==> config.mk <==
export PLATFORM = sky130hd
export DESIGN_NAME = sma_arbiter
export DESIGN_NICKNAME = d
export VERILOG_FILES = /design/src/sma_unlock.v /design/src/sma_grant.v /design/src/sma_arbiter.v
export VERILOG_INCLUDE_DIRS = /design/src
export SDC_FILE = /design/constraint.sdc
export NUM_CORES = 1
export LEC_CHECK = 0
export BUFFER_PORTS_ARGS = -buffer_cell sky130_fd_sc_hd__buf_2
export CAP_MARGIN = 0
export CORE_ASPECT_RATIO = 1.4
export CORE_UTILIZATION = 45
export CTS_BUF_LIST = sky130_fd_sc_hd__clkbuf_8
export DETAILED_ROUTE_END_ITERATION = 7
export GPL_TIMING_DRIVEN = 1
export PLACE_DENSITY = 0.74
export SLEW_MARGIN = 20
export SYNTH_ARGS = -nofsm -noshare
export SYNTH_HDL_FRONTEND = slang
export SYNTH_SLANG_ARGS = --single-unit
export TNS_END_PERCENT = 10
==> constraint.sdc <==
create_clock -name clk -period 2.7 [get_ports clk]
set_input_delay 0.135 -clock clk [delete_from_list [all_inputs] [get_ports clk]]
set_output_delay 0.135 -clock clk [all_outputs]
set_load 0.01 [all_outputs]
==> src/sma_defines.vh <==
// System memory arbiter: register map, reset values and field layout.
// Assumes a plain register port with 3-bit word addresses and 8-bit data.
//
// Behaviour
// - High-ranked first peripheral stalls CPU on request
// - Lower second peripheral uses cycles first leaves
// - Unlocked: priorities writable, peripherals denied memory
// - Locked: priority writes ignored, peripherals get memory
// - Lock changes only right after unlock sequence
// - One-way option forbids clearing a set lock
// - Reset clears lock, allowing one more set
// - Only bits 2:0 implemented, rest read zero
// - Interrupt priority resets to 0
// - Main priority resets to 1
// - First DMA priority resets to 2
// - Second DMA priority resets to 3
// - Scanner priority resets to 4
// - Smaller value wins, 0 highest, 7 lowest
// - Low-ranked peripheral uses only idle CPU cycles
// - High-ranked peripheral holds CPU until done
`ifndef SMA_DEFINES_VH
`define SMA_DEFINES_VH

// ****************************************************************
// Register addresses
// ****************************************************************
`define SMA_ADDR_ISR 3'h0
`define SMA_ADDR_MAIN 3'h1
`define SMA_ADDR_DMA1 3'h2
`define SMA_ADDR_DMA2 3'h3
`define SMA_ADDR_SCAN 3'h4
`define SMA_ADDR_LOCK 3'h5

// ****************************************************************
// Field layout and reset values
// ****************************************************************
`define SMA_PRI_W 3
`define SMA_PRI_MSB 2
`define SMA_LOCK_BIT 0
`define SMA_RST_ISR 3'h0
`define SMA_RST_MAIN 3'h1
`define SMA_RST_DMA1 3'h2
`define SMA_RST_DMA2 3'h3
`define SMA_RST_SCAN 3'h4

// ****************************************************************
// Unlock keys, requester slots and memory ports
// ****************************************************************
`define SMA_KEY_FIRST 8'h55
`define SMA_KEY_SECOND 8'hAA
`define SMA_NUM_REQ 5
`define SMA_NUM_PORT 3
`define SMA_PORT_PFM 0
`define SMA_PORT_DATA 1
`define SMA_PORT_EE 2

`endif

==> src/sma_unlock.v <==
// Unlock sequence detector for the priority lock register.
// Assumes write strobes from the register port on the same clock.
`timescale 1ns/10ps
`default_nettype none
`include "sma_defines.vh"

module sma_unlock (
  // Clock and reset
  input wire clk,
  input wire rst,
  // Register write port
  input wire lock_wr,
  input wire other_wr,
  input wire [7:0] wdata,
  // Permission for the current lock write
  output wire commit
);

  localparam [1:0] ST_IDLE = 2'h0;
  localparam [1:0] ST_GOT_FIRST = 2'h1;
  localparam [1:0] ST_ARMED = 2'h2;

  reg [1:0] state;
  reg [1:0] next_state;

  assign commit = lock_wr && (state == ST_ARMED);

  // Next state; a stray write of any kind restarts the sequence
  always @* begin
    next_state = state;
    if (other_wr) begin
      next_state = ST_IDLE;
    end else if (lock_wr) begin
      case (state)
        ST_IDLE: begin
          if (wdata == `SMA_KEY_FIRST) begin
            next_state = ST_GOT_FIRST;
          end
        end
        ST_GOT_FIRST: begin
          if (wdata == `SMA_KEY_SECOND) begin
            next_state = ST_ARMED;
          end else begin
            next_state = ST_IDLE;
          end
        end
        default: begin
          next_state = ST_IDLE;
        end
      endcase
    end
  end

  // State register
  always @(posedge clk or posedge rst) begin
    if (rst) begin
      state <= ST_IDLE;
    end else begin
      state <= next_state;
    end
  end

endmodule
`default_nettype wire

==> src/sma_grant.v <==
// Priority pick for one memory port among five requesters.
// Assumes requests and priorities are stable within the cycle.
`timescale 1ns/10ps
`default_nettype none
`include "sma_defines.vh"

module sma_grant (
  // Requests, slot 0 interrupt up to slot 4 scanner
  input wire [4:0] req,
  // Priority values, three bits per slot
  input wire [14:0] pri,
  // One-hot grant
  output reg [4:0] gnt
);

  integer i;
  integer j;
  reg beaten;

  always @* begin
    gnt = 5'h00;
    beaten = 1'b0;
    for (i = 0; i < `SMA_NUM_REQ; i = i + 1) begin
      beaten = 1'b0;
      for (j = 0; j < `SMA_NUM_REQ; j = j + 1) begin
        if (req[j] && (j != i)) begin
          if (pri[j*3 +: 3] < pri[i*3 +: 3]) begin
            beaten = 1'b1;
          end
          // Equal values fall back to slot order
          if ((pri[j*3 +: 3] == pri[i*3 +: 3]) && (j < i)) begin
            beaten = 1'b1;
          end
        end
      end
      gnt[i] = req[i] && !beaten;
    end
  end

endmodule
`default_nettype wire

==> src/sma_arbiter.v <==
// System memory arbiter: priority registers, lock and per-port grant.
// Assumes all requesters run on clk and hold a request until granted
// and done; the one-way option is a static configuration level.
`timescale 1ns/10ps
`default_nettype none
`include "sma_defines.vh"

module sma_arbiter (
  // Clock and reset
  input wire clk,
  input wire rst,
  // Register port
  input wire [2:0] reg_addr,
  input wire [7:0] reg_wdata,
  input wire reg_wr,
  input wire reg_rd,
  output reg [7:0] reg_rdata,
  // Configuration
  input wire lock_one_way,
  // Memory busy flags
  input wire pfm_busy,
  input wire ee_busy,
  // Requests, bit 0 program flash, 1 data space, 2 data EEPROM
  input wire [2:0] isr_req,
  input wire [2:0] main_req,
  input wire [2:0] dma_one_req,
  input wire [2:0] dma_two_req,
  input wire [2:0] scanner_req,
  // Grants, same bit order
  output wire [2:0] isr_gnt,
  output wire [2:0] main_gnt,
  output wire [2:0] dma_one_gnt,
  output wire [2:0] dma_two_gnt,
  output wire [2:0] scanner_gnt,
  // CPU hold and lock state
  output wire cpu_stall,
  output wire priorities_frozen
);

  // ****************************************************************
  // Priority and lock state
  // ****************************************************************

  reg [2:0] isr_priority;
  reg [2:0] main_priority;
  reg [2:0] dma_one_priority;
  reg [2:0] dma_two_priority;
  reg [2:0] scanner_priority;
  reg frozen;
  reg one_way_q;
  reg strap_taken;
  wire lock_wr;
  wire other_wr;
  wire commit;
  wire pri_wr;
  wire [14:0] pri_all;
  wire [2:0] peri_port_ok;
  wire [4:0] port_gnt [0:2];

  assign priorities_frozen = frozen;

  // Decode of write strobes
  assign lock_wr = reg_wr && (reg_addr == `SMA_ADDR_LOCK);
  assign other_wr = reg_wr && (reg_addr != `SMA_ADDR_LOCK);

  assign pri_wr = other_wr && !frozen;

  // Sequence detector for the lock register
  sma_unlock u_unlock (
    .clk(clk),
    .rst(rst),
    .lock_wr(lock_wr),
    .other_wr(other_wr),
    .wdata(reg_wdata),
    .commit(commit)
  );

  // One-way option caught after reset release, never under reset
  always @(posedge clk or posedge rst) begin
    if (rst) begin
      one_way_q <= 1'b0;
      strap_taken <= 1'b0;
    end else if (!strap_taken) begin
      one_way_q <= lock_one_way;
      strap_taken <= 1'b1;
    end
  end

  // Priority registers; the reset covers every reset type
  always @(posedge clk or posedge rst) begin
    if (rst) begin
      isr_priority <= `SMA_RST_ISR;
      main_priority <= `SMA_RST_MAIN;
      dma_one_priority <= `SMA_RST_DMA1;
      dma_two_priority <= `SMA_RST_DMA2;
      scanner_priority <= `SMA_RST_SCAN;
    end else if (pri_wr) begin
      case (reg_addr)
        `SMA_ADDR_ISR: begin
          isr_priority <= reg_wdata[`SMA_PRI_MSB:0];
        end
        `SMA_ADDR_MAIN: begin
          main_priority <= reg_wdata[`SMA_PRI_MSB:0];
        end
        `SMA_ADDR_DMA1: begin
          dma_one_priority <= reg_wdata[`SMA_PRI_MSB:0];
        end
        `SMA_ADDR_DMA2: begin
          dma_two_priority <= reg_wdata[`SMA_PRI_MSB:0];
        end
        `SMA_ADDR_SCAN: begin
          scanner_priority <= reg_wdata[`SMA_PRI_MSB:0];
        end
        default: begin
          // Unmapped write is ignored
          isr_priority <= isr_priority;
        end
      endcase
    end
  end

  // Lock bit; the key writes themselves never touch it
  always @(posedge clk or posedge rst) begin
    if (rst) begin
      frozen <= 1'b0;
    end else if (commit) begin
      if (reg_wdata[`SMA_LOCK_BIT]) begin
        frozen <= 1'b1;
      end else if (!one_way_q) begin
        frozen <= 1'b0;
      end
    end
  end

  // ****************************************************************
  // Register read back
  // ****************************************************************

  // Read data stand for one cycle only, zero otherwise
  always @(posedge clk or posedge rst) begin
    if (rst) begin
      reg_rdata <= 8'h00;
    end else if (reg_rd) begin
      case (reg_addr)
        `SMA_ADDR_ISR: begin
          reg_rdata <= {5'h00, isr_priority};
        end
        `SMA_ADDR_MAIN: begin
          reg_rdata <= {5'h00, main_priority};
        end
        `SMA_ADDR_DMA1: begin
          reg_rdata <= {5'h00, dma_one_priority};
        end
        `SMA_ADDR_DMA2: begin
          reg_rdata <= {5'h00, dma_two_priority};
        end
        `SMA_ADDR_SCAN: begin
          reg_rdata <= {5'h00, scanner_priority};
        end
        `SMA_ADDR_LOCK: begin
          reg_rdata <= {7'h00, frozen};
        end
        default: begin
          reg_rdata <= 8'h00;
        end
      endcase
    end else begin
      reg_rdata <= 8'h00;
    end
  end

  // ****************************************************************
  // Grant per memory port
  // ****************************************************************

  // Packed priorities, slot order interrupt, main, DMA1, DMA2, scanner
  assign pri_all = {scanner_priority, dma_two_priority,
                    dma_one_priority, main_priority, isr_priority};

  // unlocked denies peripherals
  // A running flash or EEPROM operation keeps peripherals off that port
  assign peri_port_ok[`SMA_PORT_PFM] = frozen && !pfm_busy;
  assign peri_port_ok[`SMA_PORT_DATA] = frozen;
  assign peri_port_ok[`SMA_PORT_EE] = frozen && !ee_busy;

  genvar p;
  generate
    for (p = 0; p < `SMA_NUM_PORT; p = p + 1) begin : g_port
      wire [4:0] req_vec;
      assign req_vec = {scanner_req[p] && peri_port_ok[p],
                        dma_two_req[p] && peri_port_ok[p],
                        dma_one_req[p] && peri_port_ok[p],
                        main_req[p],
                        isr_req[p]};
      sma_grant u_grant (
        .req(req_vec),
        .pri(pri_all),
        .gnt(port_gnt[p])
      );
      assign isr_gnt[p] = port_gnt[p][0];
      assign main_gnt[p] = port_gnt[p][1];
      assign dma_one_gnt[p] = port_gnt[p][2];
      assign dma_two_gnt[p] = port_gnt[p][3];
      assign scanner_gnt[p] = port_gnt[p][4];
    end
  endgenerate

  // ****************************************************************
  // CPU stall
  // ****************************************************************

  // stall on any lost CPU request
  // The CPU waits whenever any port it asked for went elsewhere; it
  // keeps its request up, so it resumes as soon as the port frees.
  assign cpu_stall = |((isr_req & ~isr_gnt) | (main_req & ~main_gnt));

endmodule
`default_nettype wire

# After elaboration in Yosys (flattened, before gate mapping)
# Cells that the tools add are included.
dict set report op_classes {
  n_addsub 0
  n_mul 0
  div_mod_pow 0
  magnitude_cmp 20
  eq_ne 22
  n_shift 0
  muxes 141
  bitwise 5
  n_reduce_logical 59
}
# operator count
set op_table {}
lappend op_table {{1-bit two-way mux} 134}
lappend op_table {{3-bit less-than comparator} 20}
lappend op_table {{3-bit equality test} 10}
lappend op_table {{1-bit logical AND} 30}
lappend op_table {{1-bit logical NOT} 18}
lappend op_table {{3-bit one-hot mux with 6 select lines} 1}
lappend op_table {{2-bit AND reduction} 7}
lappend op_table {{8-bit by 7-bit equality test with 1-bit output (second input constant)} 1}
lappend op_table {{8-bit equality test (second input constant)} 1}
lappend op_table {{2-bit two-way mux} 4}
lappend op_table {{8-bit two-way mux} 1}
lappend op_table {{3-bit AND} 2}
lappend op_table {{3-bit by 2-bit equality test with 1-bit output (second input constant)} 2}
lappend op_table {{3-bit equality test (second input constant)} 2}
lappend op_table {{3-bit inverter} 2}
lappend op_table {{2-bit one-hot mux with 2 select lines} 1}
lappend op_table {{3-bit by 1-bit equality test with 1-bit output (second input constant)} 1}
lappend op_table {{3-bit logical NOT} 1}
lappend op_table {{3-bit by 2-bit inequality test with 1-bit output (second input constant)} 1}
lappend op_table {{3-bit inequality test (second input constant)} 1}
lappend op_table {{3-bit OR} 1}
lappend op_table {{3-bit OR reduction} 1}
lappend op_table {{2-bit by 1-bit equality test with 1-bit output (second input constant)} 1}
lappend op_table {{2-bit equality test (second input constant)} 1}
lappend op_table {{3 further kinds} 3}
dict set report totals {
  ff_bits 28
  latch_bits 0
  ramBits 0
  mem_bits_ro 0
  output_inout_bits 25
  elab_cells 257
  n_memories 0
}

# Depth between registers and ports, before layout
# Gate-level depths: netlist of the first run.
dict set report logic_depth {
  depth_word 16
  mapped_depth 8
}

# By module
# A second synthesis of the first run with hierarchy kept.
dict set report unflattened {
  cells_unflattened 430
  hier_area_um2 3721.1
}
# module n_inst cells_each area_each_um2 seq_area_each_um2
set modules_own_cells {}
lappend modules_own_cells {{sma_grant (g_port[0].u_grant ...)} 2 104 795.8 0.0}
lappend modules_own_cells {sma_arbiter 1 99 1132.3 531.8}
lappend modules_own_cells {{sma_grant (g_port[1].u_grant)} 1 109 832.0 0.0}
lappend modules_own_cells {sma_unlock 1 14 165.2 50.0}

# Worst setup path after synthesis of the first run
# OpenSTA, ideal clock, no wires.
dict set report synth_path {
  path_type {reg-to-output}
  from {reg dma_one_priority[1]}
  to {out cpu_stall}
  t_arrival_ns 1.847
  required_time_ns 2.565
  slack_ns 0.718
  stages_incl_launch_ff 9
  cell_sequence {dfstp_2 > inv_1 > ha_1 > and3b_1 > o21ai_4 > o22a_1 > o211ai_1 > a22oi_1 > nand4_1}
}
dict set report synth_between {
  elab_chain_len 13
  elab_cells_between_ends 56
  cone_classes {order compare (2); mux (36); bitwise (5); reduce/logical (13)}
}
# element line
set synth_rtl {}
lappend synth_rtl {{start: declaration} sma_arbiter.v:46} ;# reg [2:0] dma_one_priority;
lappend synth_rtl {{start signal: assignment} sma_arbiter.v:94} ;# dma_one_priority <= `SMA_RST_DMA1;
lappend synth_rtl {{start signal: assignment} sma_arbiter.v:106} ;# dma_one_priority <= reg_wdata[`SMA_PRI_MSB:0];
lappend synth_rtl {{3-bit less-than comparator} sma_grant.v:27} ;# if (pri[j*3 +: 3] < pri[i*3 +: 3]) begin
lappend synth_rtl {{1-bit two-way mux} sma_grant.v:27}
lappend synth_rtl {{1-bit two-way mux} sma_grant.v:26} ;# if (req[j] && (j != i)) begin
lappend synth_rtl {{1-bit two-way mux} sma_grant.v:27}
lappend synth_rtl {{1-bit two-way mux} sma_grant.v:26}
lappend synth_rtl {{1-bit two-way mux} sma_grant.v:27}
lappend synth_rtl {{1-bit two-way mux} sma_grant.v:26}
lappend synth_rtl {{1-bit logical NOT} sma_grant.v:36} ;# gnt[i] = req[i] && !beaten;
lappend synth_rtl {{1-bit logical AND} sma_grant.v:36}
lappend synth_rtl {{3-bit inverter} sma_arbiter.v:215} ;# assign cpu_stall = |((isr_req & ~isr_gnt) | (main_req & ~main_gnt));
lappend synth_rtl {{3-bit AND} sma_arbiter.v:215}
lappend synth_rtl {{3-bit OR (*)} sma_arbiter.v:215}
lappend synth_rtl {{3-bit OR reduction (*)} sma_arbiter.v:215}
lappend synth_rtl {{end: declaration} sma_arbiter.v:36} ;# output wire cpu_stall,
# Every way passes the cells marked *; elsewhere a longest branch is shown, timed or not.

# Final worst setup path of the first run
dict set report layout_path {
  from {reg isr_priority[2]}
  to {out cpu_stall}
}
dict set report layout_between {
  elab_chain_len 16
  elab_cells_between_ends 69
  cone_classes {order compare (5); eq/ne (1); mux (45); bitwise (5); reduce/logical (13)}
}
# element line
set layout_rtl {}
lappend layout_rtl {{start: declaration} sma_arbiter.v:44} ;# reg [2:0] isr_priority;
lappend layout_rtl {{start signal: assignment} sma_arbiter.v:92} ;# isr_priority <= `SMA_RST_ISR;
lappend layout_rtl {{start signal: assignment} sma_arbiter.v:100} ;# isr_priority <= reg_wdata[`SMA_PRI_MSB:0];
lappend layout_rtl {{start signal: assignment} sma_arbiter.v:116} ;# isr_priority <= isr_priority;
lappend layout_rtl {{3-bit less-than comparator} sma_grant.v:27}
lappend layout_rtl {{1-bit two-way mux} sma_grant.v:27}
lappend layout_rtl {{1-bit two-way mux} sma_grant.v:31} ;# if ((pri[j*3 +: 3] == pri[i*3 +: 3]) && (j < i)) begin
lappend layout_rtl {{1-bit two-way mux} sma_grant.v:26}
lappend layout_rtl {{1-bit two-way mux} sma_grant.v:27}
lappend layout_rtl {{1-bit two-way mux} sma_grant.v:26}
lappend layout_rtl {{1-bit two-way mux} sma_grant.v:27}
lappend layout_rtl {{1-bit two-way mux} sma_grant.v:26}
lappend layout_rtl {{1-bit two-way mux} sma_grant.v:27}
lappend layout_rtl {{1-bit two-way mux} sma_grant.v:26}
lappend layout_rtl {{1-bit logical NOT} sma_grant.v:36}
lappend layout_rtl {{1-bit logical AND} sma_grant.v:36}
lappend layout_rtl {{3-bit inverter} sma_arbiter.v:215}
lappend layout_rtl {{3-bit AND} sma_arbiter.v:215}
lappend layout_rtl {{3-bit OR (*)} sma_arbiter.v:215}
lappend layout_rtl {{3-bit OR reduction (*)} sma_arbiter.v:215}
# Marks and branches as above.

==> key figures, run 1 <==
Synth
  • Area contributors post-synth: dfrtp_1, ha_1, dfstp_2
  • Yosys top cell by area: dfrtp_1
  • Ys async rst share: 100%
  • Post-Syn Instances: approximately 270
  • Ys flop type: dfrtp_1
  • Post-synth top area share: 19.7%
  • Register area share after synthesis: 25.4%
  • Mapped Avg Cell Area: 8.50 sq um
  • Post-synthesis register bit count: 23
  • Synth Cell Area: 2290 sq um
  • Synth cell types: 54
  • Count leader, synth: nand2_1
  • Synth Warn #: 0
  • Number of flops mapped to enable cells by yosys: 0
  • Synth top cells by count: nand2_1, ha_1, inv_1, o21ai_0, nor2_1

Setup path
  • Critical Path Max Stage Delay: 0.43 ns
  • Worst setup startpoint: isr_priority[2]
  • Slowest CP cell: dfrtp_1
  • CP endpoint kind: primary output
  • Cell family contributing the most delay on the critical path: compound AO/OA/AOI/OAI gates
  • CP startpoint kind: register
  • Arr. time, crit path: 2.38 ns
  • CP Max Fanout: 4
  • Crit path capture: cpu_stall
  • WS Path Type: reg2out
  • Worst reg-to-reg setup slack: about 1.2 ns
  • Critical path required time: 2.57 ns
  • Crit path cell chain: inv_1 > ha_1 > a21oi_1 > o21ai_0 > a2bb2oi_1 > o221ai_1 > a22oi_1 > nand4_1 > buf_2
  • RR Endpoint: dma_one_priority[2]
  • R2r startpoint: priorities_frozen
  • Levels on crit path: 9
  • Critical path buffers and inverters: 2
  • Worst R2R Path Depth: 4

Route
  • Drt pass-1 iters: 4
  • Antenna Nets Post-Route: 0
  • WL final: around 6000 um
  • Vias per inst: 5.75
  • Via count: 2,214
  • Initial DRC count: 196
  • Wire per inst: 15.4 um
  • DRC Markers: 0

Clocking
  • Total CTS buffers: 3
  • Clock Path Buffers: 2
  • Postcts setup bufs: 0
  • Clock-pin slew on the worst setup and hold paths: roughly 0.08 ns
  • Skew-Pair Late Insertion Delay: 0.27 ns
  • Post-cts hold buffer count: 0
  • CTS H-tree depth: 1
  • Clock Sinks: 23
  • CTS tree: done
  • Clock root buffer: clkbuf_8

Final layout
  • Net count reported at finish: 385
  • Area occupied by multi-input gates: 1570 sq um
  • Ant. Diodes: 0
  • Fill cell count: about 480
  • Reg area: 582 sq um
  • Area added between synthesis and finish: 15.0%
  • Post-route cell area: 2630 sq um
  • Layout cells sized above 1: roughly 25%

Pwr
  • Part of the power in registers: 29.6%
  • VDD IR max: 0.403 mV
  • Leakage power: 1.28 nW
  • Int Pwr: ~0.91 mW
  • Sw power: 0.747 mW
  • Pwr Total: around 1.7 mW
  • Clock Power Share: 13.0%
  • PwrDens: roughly 630 nW/um^2
  • Switching share of power: 45.1%
  • Comb power frac: 57.4%

Placement
  • # port buffers: 52
  • DP Worst Slack: 0.491 ns
  • Placed cell areas: 2580 sq um
  • RePlAce Congestion: 0.910
  • Hpwl dp: 4780 um

Die
  • Die Height: 86.4 um
  • Die area: ~5400 sq um
  • Std cell rows: 30
  • Placeable Area: a little under 5000 sq um
  • Io pins: 58
  • Die X: 62.3 um
  • Initial Utilization: 46.9%

Timing
  • Worst-Margin Slew: 0.878 ns
  • Final Hold Vio Count: 0
  • Max Slew Vio Count: 0
  • RSZ-0062 raised after global routing: no
  • Relative slew margins: approximately two fifths
  • Minimum clock period: around 2.5 ns
  • Hold Slack: around 0.038 ns
  • Fmax: around 400 MHz
  • Clk_skew: 0.00341 ns
  • Fin worst setup slack: 0.188 ns
  • TNS Setup: 0 ns
  • Final period util: 93.0%
  • Endpoints failing setup: 0

GRT
  • Grt ovf: 0
  • GRT Total Usage: 23.4%
  • Vias in the first global route: 2,162
  • Antenna violations before repair: 0
  • Global-route wire length before repair: around 10,000 um
  • Largest net degree at the start of global routing: 24

Flow run
  • Max-cap violations: 0

Hold path
  • Hold Crit Class: in2async

Status
  • Status: finished, final reports clean
[final cells by class]
class,count,area share [%]
multi-input cells,217,59.5
flip-flops and latches,23,22.1
repair buffers,53,10.2
inverters,24,3.42
well taps,64,3.04
clock buffers,3,1.57
clock inverters,1,0.190
[cells in the final DEF (no fill, tap or decap), drive strengths merged, types with 3 or more instances in the layout]
cell type	count
mux2	7
nor2b	4
conb	6
a21oi	12
a22oi	4
and2	3
nand3	6
o21ai	24
nor3	7
buf	53
o22ai	3
dfstp	5
dfrtp	18
clkbuf	3
nand2	36
a221o	6
nor2	19
ha	30
inv	24
a21o	4
o221ai	4
a32o	5
mux2i	4
o22a	4
[sequential cells by signal, indices dropped and copies added (netlist names)]
name and count:
dma_one_priority 3, dma_two_priority 3, isr_priority 3, main_priority 3, one_way_q 1, priorities_frozen 1, reg_rdata 3, scanner_priority 3
strap_taken 1, u_unlock.state 2
[worst min path at each step]
stage	startpoint	endpoint	slack [ns]
after CTS	rst	dma_one_priority[0]	0.07
final	rst	reg_rdata[2]	0.04
after detailed placement	rst	reg_rdata[2]	0.36
after floorplan	rst	dma_one_priority[0]	0.13
after global routing	rst	strap_taken	0.11
after global placement	rst	isr_priority[2]	0.35
[timing repair]
item,4_1_cts,5_1_grt
endpoints found under the setup margin,0,1
resized for setup,0,1
hold endpoints to repair,0,0
[layer usage]
layer / GRT usage (%) / vias up / wire, um
li1: - / 1080 / -
met4: 12.7 / 0 / 232
met3: 1.18 / 18 / 289
met5: 0 / - / 0
met2: 43.0 / 102 / 2950
met1: 27.3 / 1014 / 2470
[power by group through the flow]
stage	Sequential, mW	Clock (mW)	Combinational (mW)
2_1_floorplan	0.465	0	0.679
3_3_place_gp	0.495	0	0.910
3_5_place_dp	0.498	0	0.931
4_1_cts	0.491	0.217	0.937
5_1_grt	0.498	0.234	1.07
6_report	0.490	0.215	0.952
[cell families after synthesis]
family / synth area share, %
AOI/OAI and AO/OA: 24.6
adders and majority gates: 16.4
buffers and inverters: 6.84
DFF: 25.4
muxes: 6.18
other: 0.328
and+or+nand+nor: 20.2
[through the flow]
| step | util, % | cells |
|---|---|---|
| 2_1_floorplan | - | 273 |
| 3_3_place_gp | 52.9 | 381 |
| 3_5_place_dp | 52.9 | 381 |
| 4_1_cts | 53.9 | 385 |
| 5_1_grt | 53.9 | 385 |
| 6_report | 53.9 | 385 |
Power figures use the tool's default switching activity.
==> run 2, diff against run 1 <==
CELL_PAD_IN_SITES_DETAIL_PLACEMENT = 1   (was not set)
CELL_PAD_IN_SITES_GLOBAL_PLACEMENT = 1   (was not set)
CORE_UTILIZATION = 44   (was 45)
PLACE_DENSITY = 0.93   (was 0.74)
==> run 2 against run 1 <==
  * Critical path type unchanged
  * Register-to-register slack worse by 0.07 ns
  * Critical path depth stayed put
  * Utilization is 0.56 points higher
  * First-iteration DRC count is 51% lower
  * Sequential share of layout area is 0.39 points lower
  * Routed wire length is 18% higher
  * Worst setup slack worse by 0.074 ns
  * Largest power group unchanged
==> key figures, run 2 (synthesized netlist as in run 1, its figures left out) <==
Route
  • WL final: 7000 um (+18%)
  • Initial DRC count: 97 (-51%)
  • DRC Markers: 0 (unchanged)
  • Vias per inst: 5.96 (+3.6%)
  • Drt pass-1 iters: 4 (unchanged)
  • Via count: 2,317 (+4.7%)
  • Antenna Nets Post-Route: 0 (unchanged)
  • Wire per inst: 18.0 um (+17%)

Die
  • Std cell rows: 30 (unchanged)
  • Placeable Area: 4920 sq um (+0.77%)
  • Io pins: 58 (unchanged)
  • Initial Utilization: 46.5% (-0.36 points)
  • Die area: 5490 sq um (+2.2%)
  • Die X: 62.9 um (+1.1%)
  • Die Height: 87.3 um (+1.1%)

Timing
  • Fmax: 387 MHz (-2.9%)
  • Final period util: 95.8% (+2.7 points)
  • Endpoints failing setup: 0 (unchanged)
  • Worst-Margin Slew: 0.897 ns (+0.0193 ns)
  • Max Slew Vio Count: 0 (unchanged)
  • Final Hold Vio Count: 0 (unchanged)
  • Clk_skew: 0.00246 ns (-0.000952 ns)
  • Minimum clock period: 2.59 ns (+0.0741 ns)
  • TNS Setup: 0 ns (unchanged)
  • Relative slew margins: 40.1% (-1.3 points)

Setup path
  • CP Max Fanout: 6 (+2)
  • Worst R2R Path Depth: 4 (unchanged)
  • Worst reg-to-reg setup slack: 1.15 ns (-0.07 ns)
  • CP endpoint kind: primary output
  • RR Endpoint: dma_one_priority[2]
  • Critical path required time: 2.57 ns (about the same)
  • WS Path Type: reg2out
  • R2r startpoint: priorities_frozen
  • CP startpoint kind: register
  • Arr. time, crit path: 2.45 ns (+0.07 ns)

GRT
  • Global-route wire length before repair: 11,500 um (+15%)
  • Grt ovf: 0 (unchanged)
  • GRT Max-Usage Layer: met2
  • Largest net degree at the start of global routing: 24 (unchanged)
  • GRT Total Usage: 26.9% (+3.6 points)
  • Antenna violations before repair: 0 (unchanged)
  • Met3 usage: 2.49% (+1.3 points)
  • GR Util met1: 27.9% (+0.65 points)
  • GRT met2 Usage: 51.5% (+8.6 points)
  • Vias in the first global route: 2,453 (+13%)

Status
  • Status: finished, final reports clean

Clocking
  • Clock Path Buffers: 2 (unchanged)
  • CTS tree: done
  • Total CTS buffers: 3 (unchanged)
  • CTS H-tree depth: 1 (unchanged)
  • Skew-Pair Late Insertion Delay: 0.27 ns (about the same)
  • Clock Sinks: 23 (unchanged)
  • Clock-pin slew on the worst setup and hold paths: 0.08 ns (about the same)
  • Clock root buffer: clkbuf_8

Placement
  • Placed cell count: 381 (unchanged)
  • Hpwl dp: 5780 um (+21%)
  • RePlAce Congestion: 0.864 (-5.1%)
  • # port buffers: 52 (unchanged)

Pwr
  • Leakage power: 1.30 nW (+1.5%)
  • Pwr Total: 1.78 mW (+7.7%)
  • PwrDens: 666 nW/um^2 (+5.8%)
  • VDD IR max: 0.581 mV (+44%)

Final layout
  • Fill cell count: 611 (+28%)
  • Commonest cells after routing, fill and taps aside: buf_2, nand2_1, ha_1
  • Ant. Diodes: 0 (unchanged)
  • Area occupied by multi-input gates: 1580 sq um (+0.96%)
  • Net count reported at finish: 389 (+1.0%)
  • Area added between synthesis and finish: 17.1%
  • Reg area: 582 sq um (unchanged)
  • Finished Layout Cells: 389 (+1.0%)
  • Layout cells sized above 1: 27.4% (+2.2 points)
  • Most common cell after layout, fill and taps aside: buf_2

Flow run
  • Max-cap violations: 0 (unchanged)

Hold path
  • Hold Crit Class: in2async
run 2: changes by cell type in the layout (fill, tap and decap cells not counted), sizes merged:
cell      change
buf           +4
clkinv        -1
clkinvlp      +1
run 2: area by class of cell:
cell class                 count  share of cell area [%]
sequential                    23                    21.7
inverter                      24                    3.36
clock buffer                   3                    1.54
timing repair buffer          57                    11.1
clock inverter                 1                   0.280
multi-input combinational    217                    59.0
tap                           64                    2.99
run 2: metal layers:
layer / vias up / share of wire [%]
met2: 99 / 54
met3: 27 / 4.4
met4: 0 / 3.9
met1: 1100 / 38
li1: 1091 / -
met5: - / 0
run 2: where the power goes:
group | switching, mW | internal (mW)
clock | 0.118 | 0.105
combinational | 0.615 | 0.449
sequential | 0.0868 | 0.411
total | 0.819 | 0.966
run 2: what timing repair did:
item,4_1_cts,5_1_grt
buffers inserted,0,4
endpoints found under the hold margin,0,0
gates resized for setup,0,7
setup endpoints to repair,0,3
hold buffers,0,0
run 2: worst max path at each step:
| stage | from | end | slack (ns) |
|---|---|---|---|
| 4_1_cts | dma_one_priority[1] | cpu_stall | 0.10 |
| 3_3_place_gp | scanner_priority[2] | scanner_gnt[2] | 0.48 |
| 3_5_place_dp | dma_one_priority[1] | cpu_stall | 0.41 |
| 2_1_floorplan | dma_one_priority[1] | cpu_stall | 0.72 |
| 5_1_grt | dma_two_priority[1] | cpu_stall | -0.1 |
| 6_report | dma_two_priority[1] | cpu_stall | 0.11 |
run 2: stage by stage:
| step | hold WS, ns | utilization [%] | worst slack (ns) | cell area, sq um |
|---|---|---|---|---|
| after floorplan | 0.133 | - | 0.718 | 2300 |
| after global placement | 0.342 | 52.5 | 0.483 | 2580 |
| after detailed placement | 0.347 | 52.5 | 0.415 | 2580 |
| after CTS | 0.0425 | 53.5 | 0.101 | 2630 |
| after global routing | 0.101 | 54.5 | -0.0991 | 2680 |
| final | 0.0368 | 54.5 | 0.114 | 2680 |
run 2: critical path: stages (launching register included):
cell and delay, ns:
dfstp_2 0.58, inv_1 0.09, ha_1 0.33, nand3b_1 0.11, a32o_1 0.31, nor2_1 0.12, o21a_1 0.21, a21oi_1 0.17
nand4_1 0.11, buf_2 0.16
==> run 3, diff against run 2 <==
--- a/config.mk
+++ b/config.mk
@@ -15,4 +15,5 @@
 export CTS_BUF_LIST = sky130_fd_sc_hd__clkbuf_8
 export DETAILED_ROUTE_END_ITERATION = 7
+export GPL_ROUTABILITY_DRIVEN = 0
 export GPL_TIMING_DRIVEN = 1
 export PLACE_DENSITY = 0.93
==> constraint.sdc (replaced) <==
create_clock -name clk -period 2.7 [get_ports clk]
set_input_delay 0.135 -clock clk [delete_from_list [all_inputs] [get_ports clk]]
set_output_delay 0.135 -clock clk [all_outputs]
set_load 0.05 [all_outputs]
==> run 3 against run 2 <==
  * Routed wire length is 5.4% higher
  * Fmax shrank 1.4%
  * Non-clock buffer count down 3
  * Power up 5.2%
  * Final cell count fell by 0.77%
  * Via count rose by 1.3%
  * Worst setup slack worse by 0.037 ns
  * First-iteration DRC count rose by 6.2%
  * Worst hold slack improved by 0.0010 ns
  * Utilization fell by 0.051 points
  * Combinational power increased by 9%
  * Sequential cell count unchanged
  * Highest routed layer unchanged
==> key figures, run 3 (synthesized netlist as in run 1, its figures left out) <==
Die
  • Placeable Area: 4920 sq um (unchanged)
  • Std cell rows: 30 (unchanged)
  • Die Height: 87.3 um (unchanged)
  • Die area: 5490 sq um (unchanged)
  • Initial Utilization: 46.5% (unchanged)
  • Die X: 62.9 um (unchanged)
  • Io pins: 58 (unchanged)

Pwr
  • PwrDens: 702 nW/um^2 (+5.3%)
  • VDD IR max: 0.378 mV (-35%)
  • Part of the power in registers: 26.5% (-1.4 points)
  • Clock Power Share: 11.7% (-0.8 points)
  • Int Pwr: 0.947 mW (-1.9%)
  • Comb power frac: 61.8% (+2.2 points)
  • Sw power: 0.932 mW (+14%)
  • Leakage power: 1.29 nW (-0.49%)
  • Switching share of power: 49.6% (+3.7 points)

Placement
  • Placed cell areas: 2600 sq um (+0.53%)
  • # port buffers: 52 (unchanged)
  • Hpwl dp: 5970 um (+3.4%)
  • DP Worst Slack: 0.217 ns (-0.197 ns)

Clocking
  • Total CTS buffers: 3 (unchanged)
  • CTS H-tree depth: 1 (unchanged)
  • Postcts setup bufs: 0 (unchanged)
  • Clock root buffer: clkbuf_8
  • Clock Sinks: 23 (unchanged)
  • Post-cts hold buffer count: 0 (unchanged)
  • Clock-pin slew on the worst setup and hold paths: 0.09 ns (about the same)
  • Clock Path Buffers: 2 (unchanged)
  • Skew-Pair Late Insertion Delay: 0.27 ns (about the same)
  • CTS tree: done

Setup path
  • WS Path Type: reg2out
  • CP Max Fanout: 6 (unchanged)
  • Critical Path Max Stage Delay: 0.56 ns (-0.02 ns)
  • CP startpoint kind: register
  • Critical path buffers and inverters: 2 (unchanged)
  • Crit path cell chain: inv_1 > ha_1 > and3b_1 > o21ai_4 > o22a_1 > o211ai_1 > a22oi_1 > nand4_1 > buf_2
  • Cell family contributing the most delay on the critical path: compound AO/OA/AOI/OAI gates
  • Arr. time, crit path: 2.49 ns (+0.04 ns)
  • Critical path required time: 2.57 ns (about the same)
  • Slowest CP cell: dfstp_2
  • CP endpoint kind: primary output

Route
  • Initial DRC count: 103 (+6.2%)
  • WL final: 7370 um (+5.4%)
  • Drt pass-1 iters: 6 (+2)
  • Vias per inst: 6.08 (+2.0%)
  • Antenna Nets Post-Route: 0 (unchanged)
  • Wire per inst: 19.1 um (+6.2%)
  • Via count: 2,346 (+1.3%)
  • DRC Markers: 0 (unchanged)

GRT
  • Largest net degree at the start of global routing: 24 (unchanged)
  • Vias in the first global route: 2,472 (+0.77%)
  • Global-route wire length before repair: 12,000 um (+4.1%)
  • Antenna violations before repair: 0 (unchanged)
  • Grt ovf: 0 (unchanged)
  • GRT Total Usage: 27.8% (+0.90 points)

Timing
  • TNS Setup: 0 ns (unchanged)
  • Worst-Margin Slew: 0.889 ns (-0.00851 ns)
  • Fmax: 381 MHz (-1.4%)
  • Fin worst setup slack: 0.0764 ns (-0.0374 ns)
  • Relative slew margins: 40.7% (+0.57 points)
  • RSZ-0062 raised after global routing: yes
  • Minimum clock period: 2.62 ns (+0.0374 ns)
  • Endpoints failing setup: 0 (unchanged)
  • Final Hold Vio Count: 0 (unchanged)
  • Final period util: 97.2% (+1.4 points)
  • Clk_skew: 0.00288 ns (+0.000423 ns)
  • Max Slew Vio Count: 0 (unchanged)

Hold path
  • Hold Crit Class: in2async

Final layout
  • Area occupied by multi-input gates: 1600 sq um (+0.95%)
  • Final core occ: 54.4% (about the same)
  • Net count reported at finish: 386 (-0.77%)
  • Fill cell count: 625 (+2.3%)
  • Reg area: 583 sq um (+0.22%)
  • Post-route cell area: 2680 sq um (about the same)
  • Commonest cells after routing, fill and taps aside: buf_2, nand2_1, ha_1
  • Ant. Diodes: 0 (unchanged)
  • Most common cell after layout, fill and taps aside: buf_2
  • Area added between synthesis and finish: 17.0% (about the same)
  • Layout cells sized above 1: 27.3% (-0.055 points)

Status
  • Status: finished, final reports clean

Flow run
  • Max-cap violations: 0 (unchanged)
## run 3: area by class of cell
cell class	instances	area share, %
clock inverter	1	0.140
tap	64	2.99
sequential	23	21.8
timing repair buffer	54	10.6
clock buffer	3	1.54
inverter	24	3.37
multi-input combinational	217	59.6
## run 3: per-layer routing
metal  part of all wire, %  global-route usage, %  vias to the layer above
met5                     0                      0                        -
met4                   3.1                   10.8                        0
met3                   3.4                   2.36                       21
met2                    53                   53.5                       88
met1                    40                   31.3                     1149
li1                      -                      -                     1088
## run 3: final timing paths
path	end	depth (start not counted)	startpoint	slack (ns)
max	cpu_stall	9	dma_one_priority[1]	0.08
min reg2reg	one_way_q	1	one_way_q	0.51
min in group clk	one_way_q	2	lock_one_way	0.10
min	reg_rdata[1]	2	rst	0.04
max reg2reg	isr_priority[0]	3	priorities_frozen	1.06
max in group asynchronous	main_priority[2]	2	rst	2.06
## run 3: timing repair
item                       CTS  global route
pin swaps                    0             1
gates resized for setup      1            12
setup endpoints to repair    3             7
## run 3: metrics by stage
step,hold slack [ns],std cells,power (mW)
2_1_floorplan,0.133,273,1.24
3_3_place_gp,0.350,382,1.53
3_5_place_dp,0.362,382,1.60
4_1_cts,0.0714,386,1.82
5_1_grt,0.114,386,1.99
6_report,0.0378,386,1.88
## run 3: worst reg2reg max path, cell delays in order (launching register included)
cell and delay (ns):
dfrtp_1 0.55, nand2b_4 0.25, nor4_2 0.47, o21ai_0 0.22
## run 3: power groups by stage
stage                     registers, mW  clock network (mW)  logic, mW
final                             0.497               0.220       1.16
after global routing              0.503               0.230       1.26
after CTS                         0.496               0.218       1.11
after detailed placement          0.502                   0       1.10
after global placement            0.495                   0       1.03
after floorplan                   0.478                   0      0.767
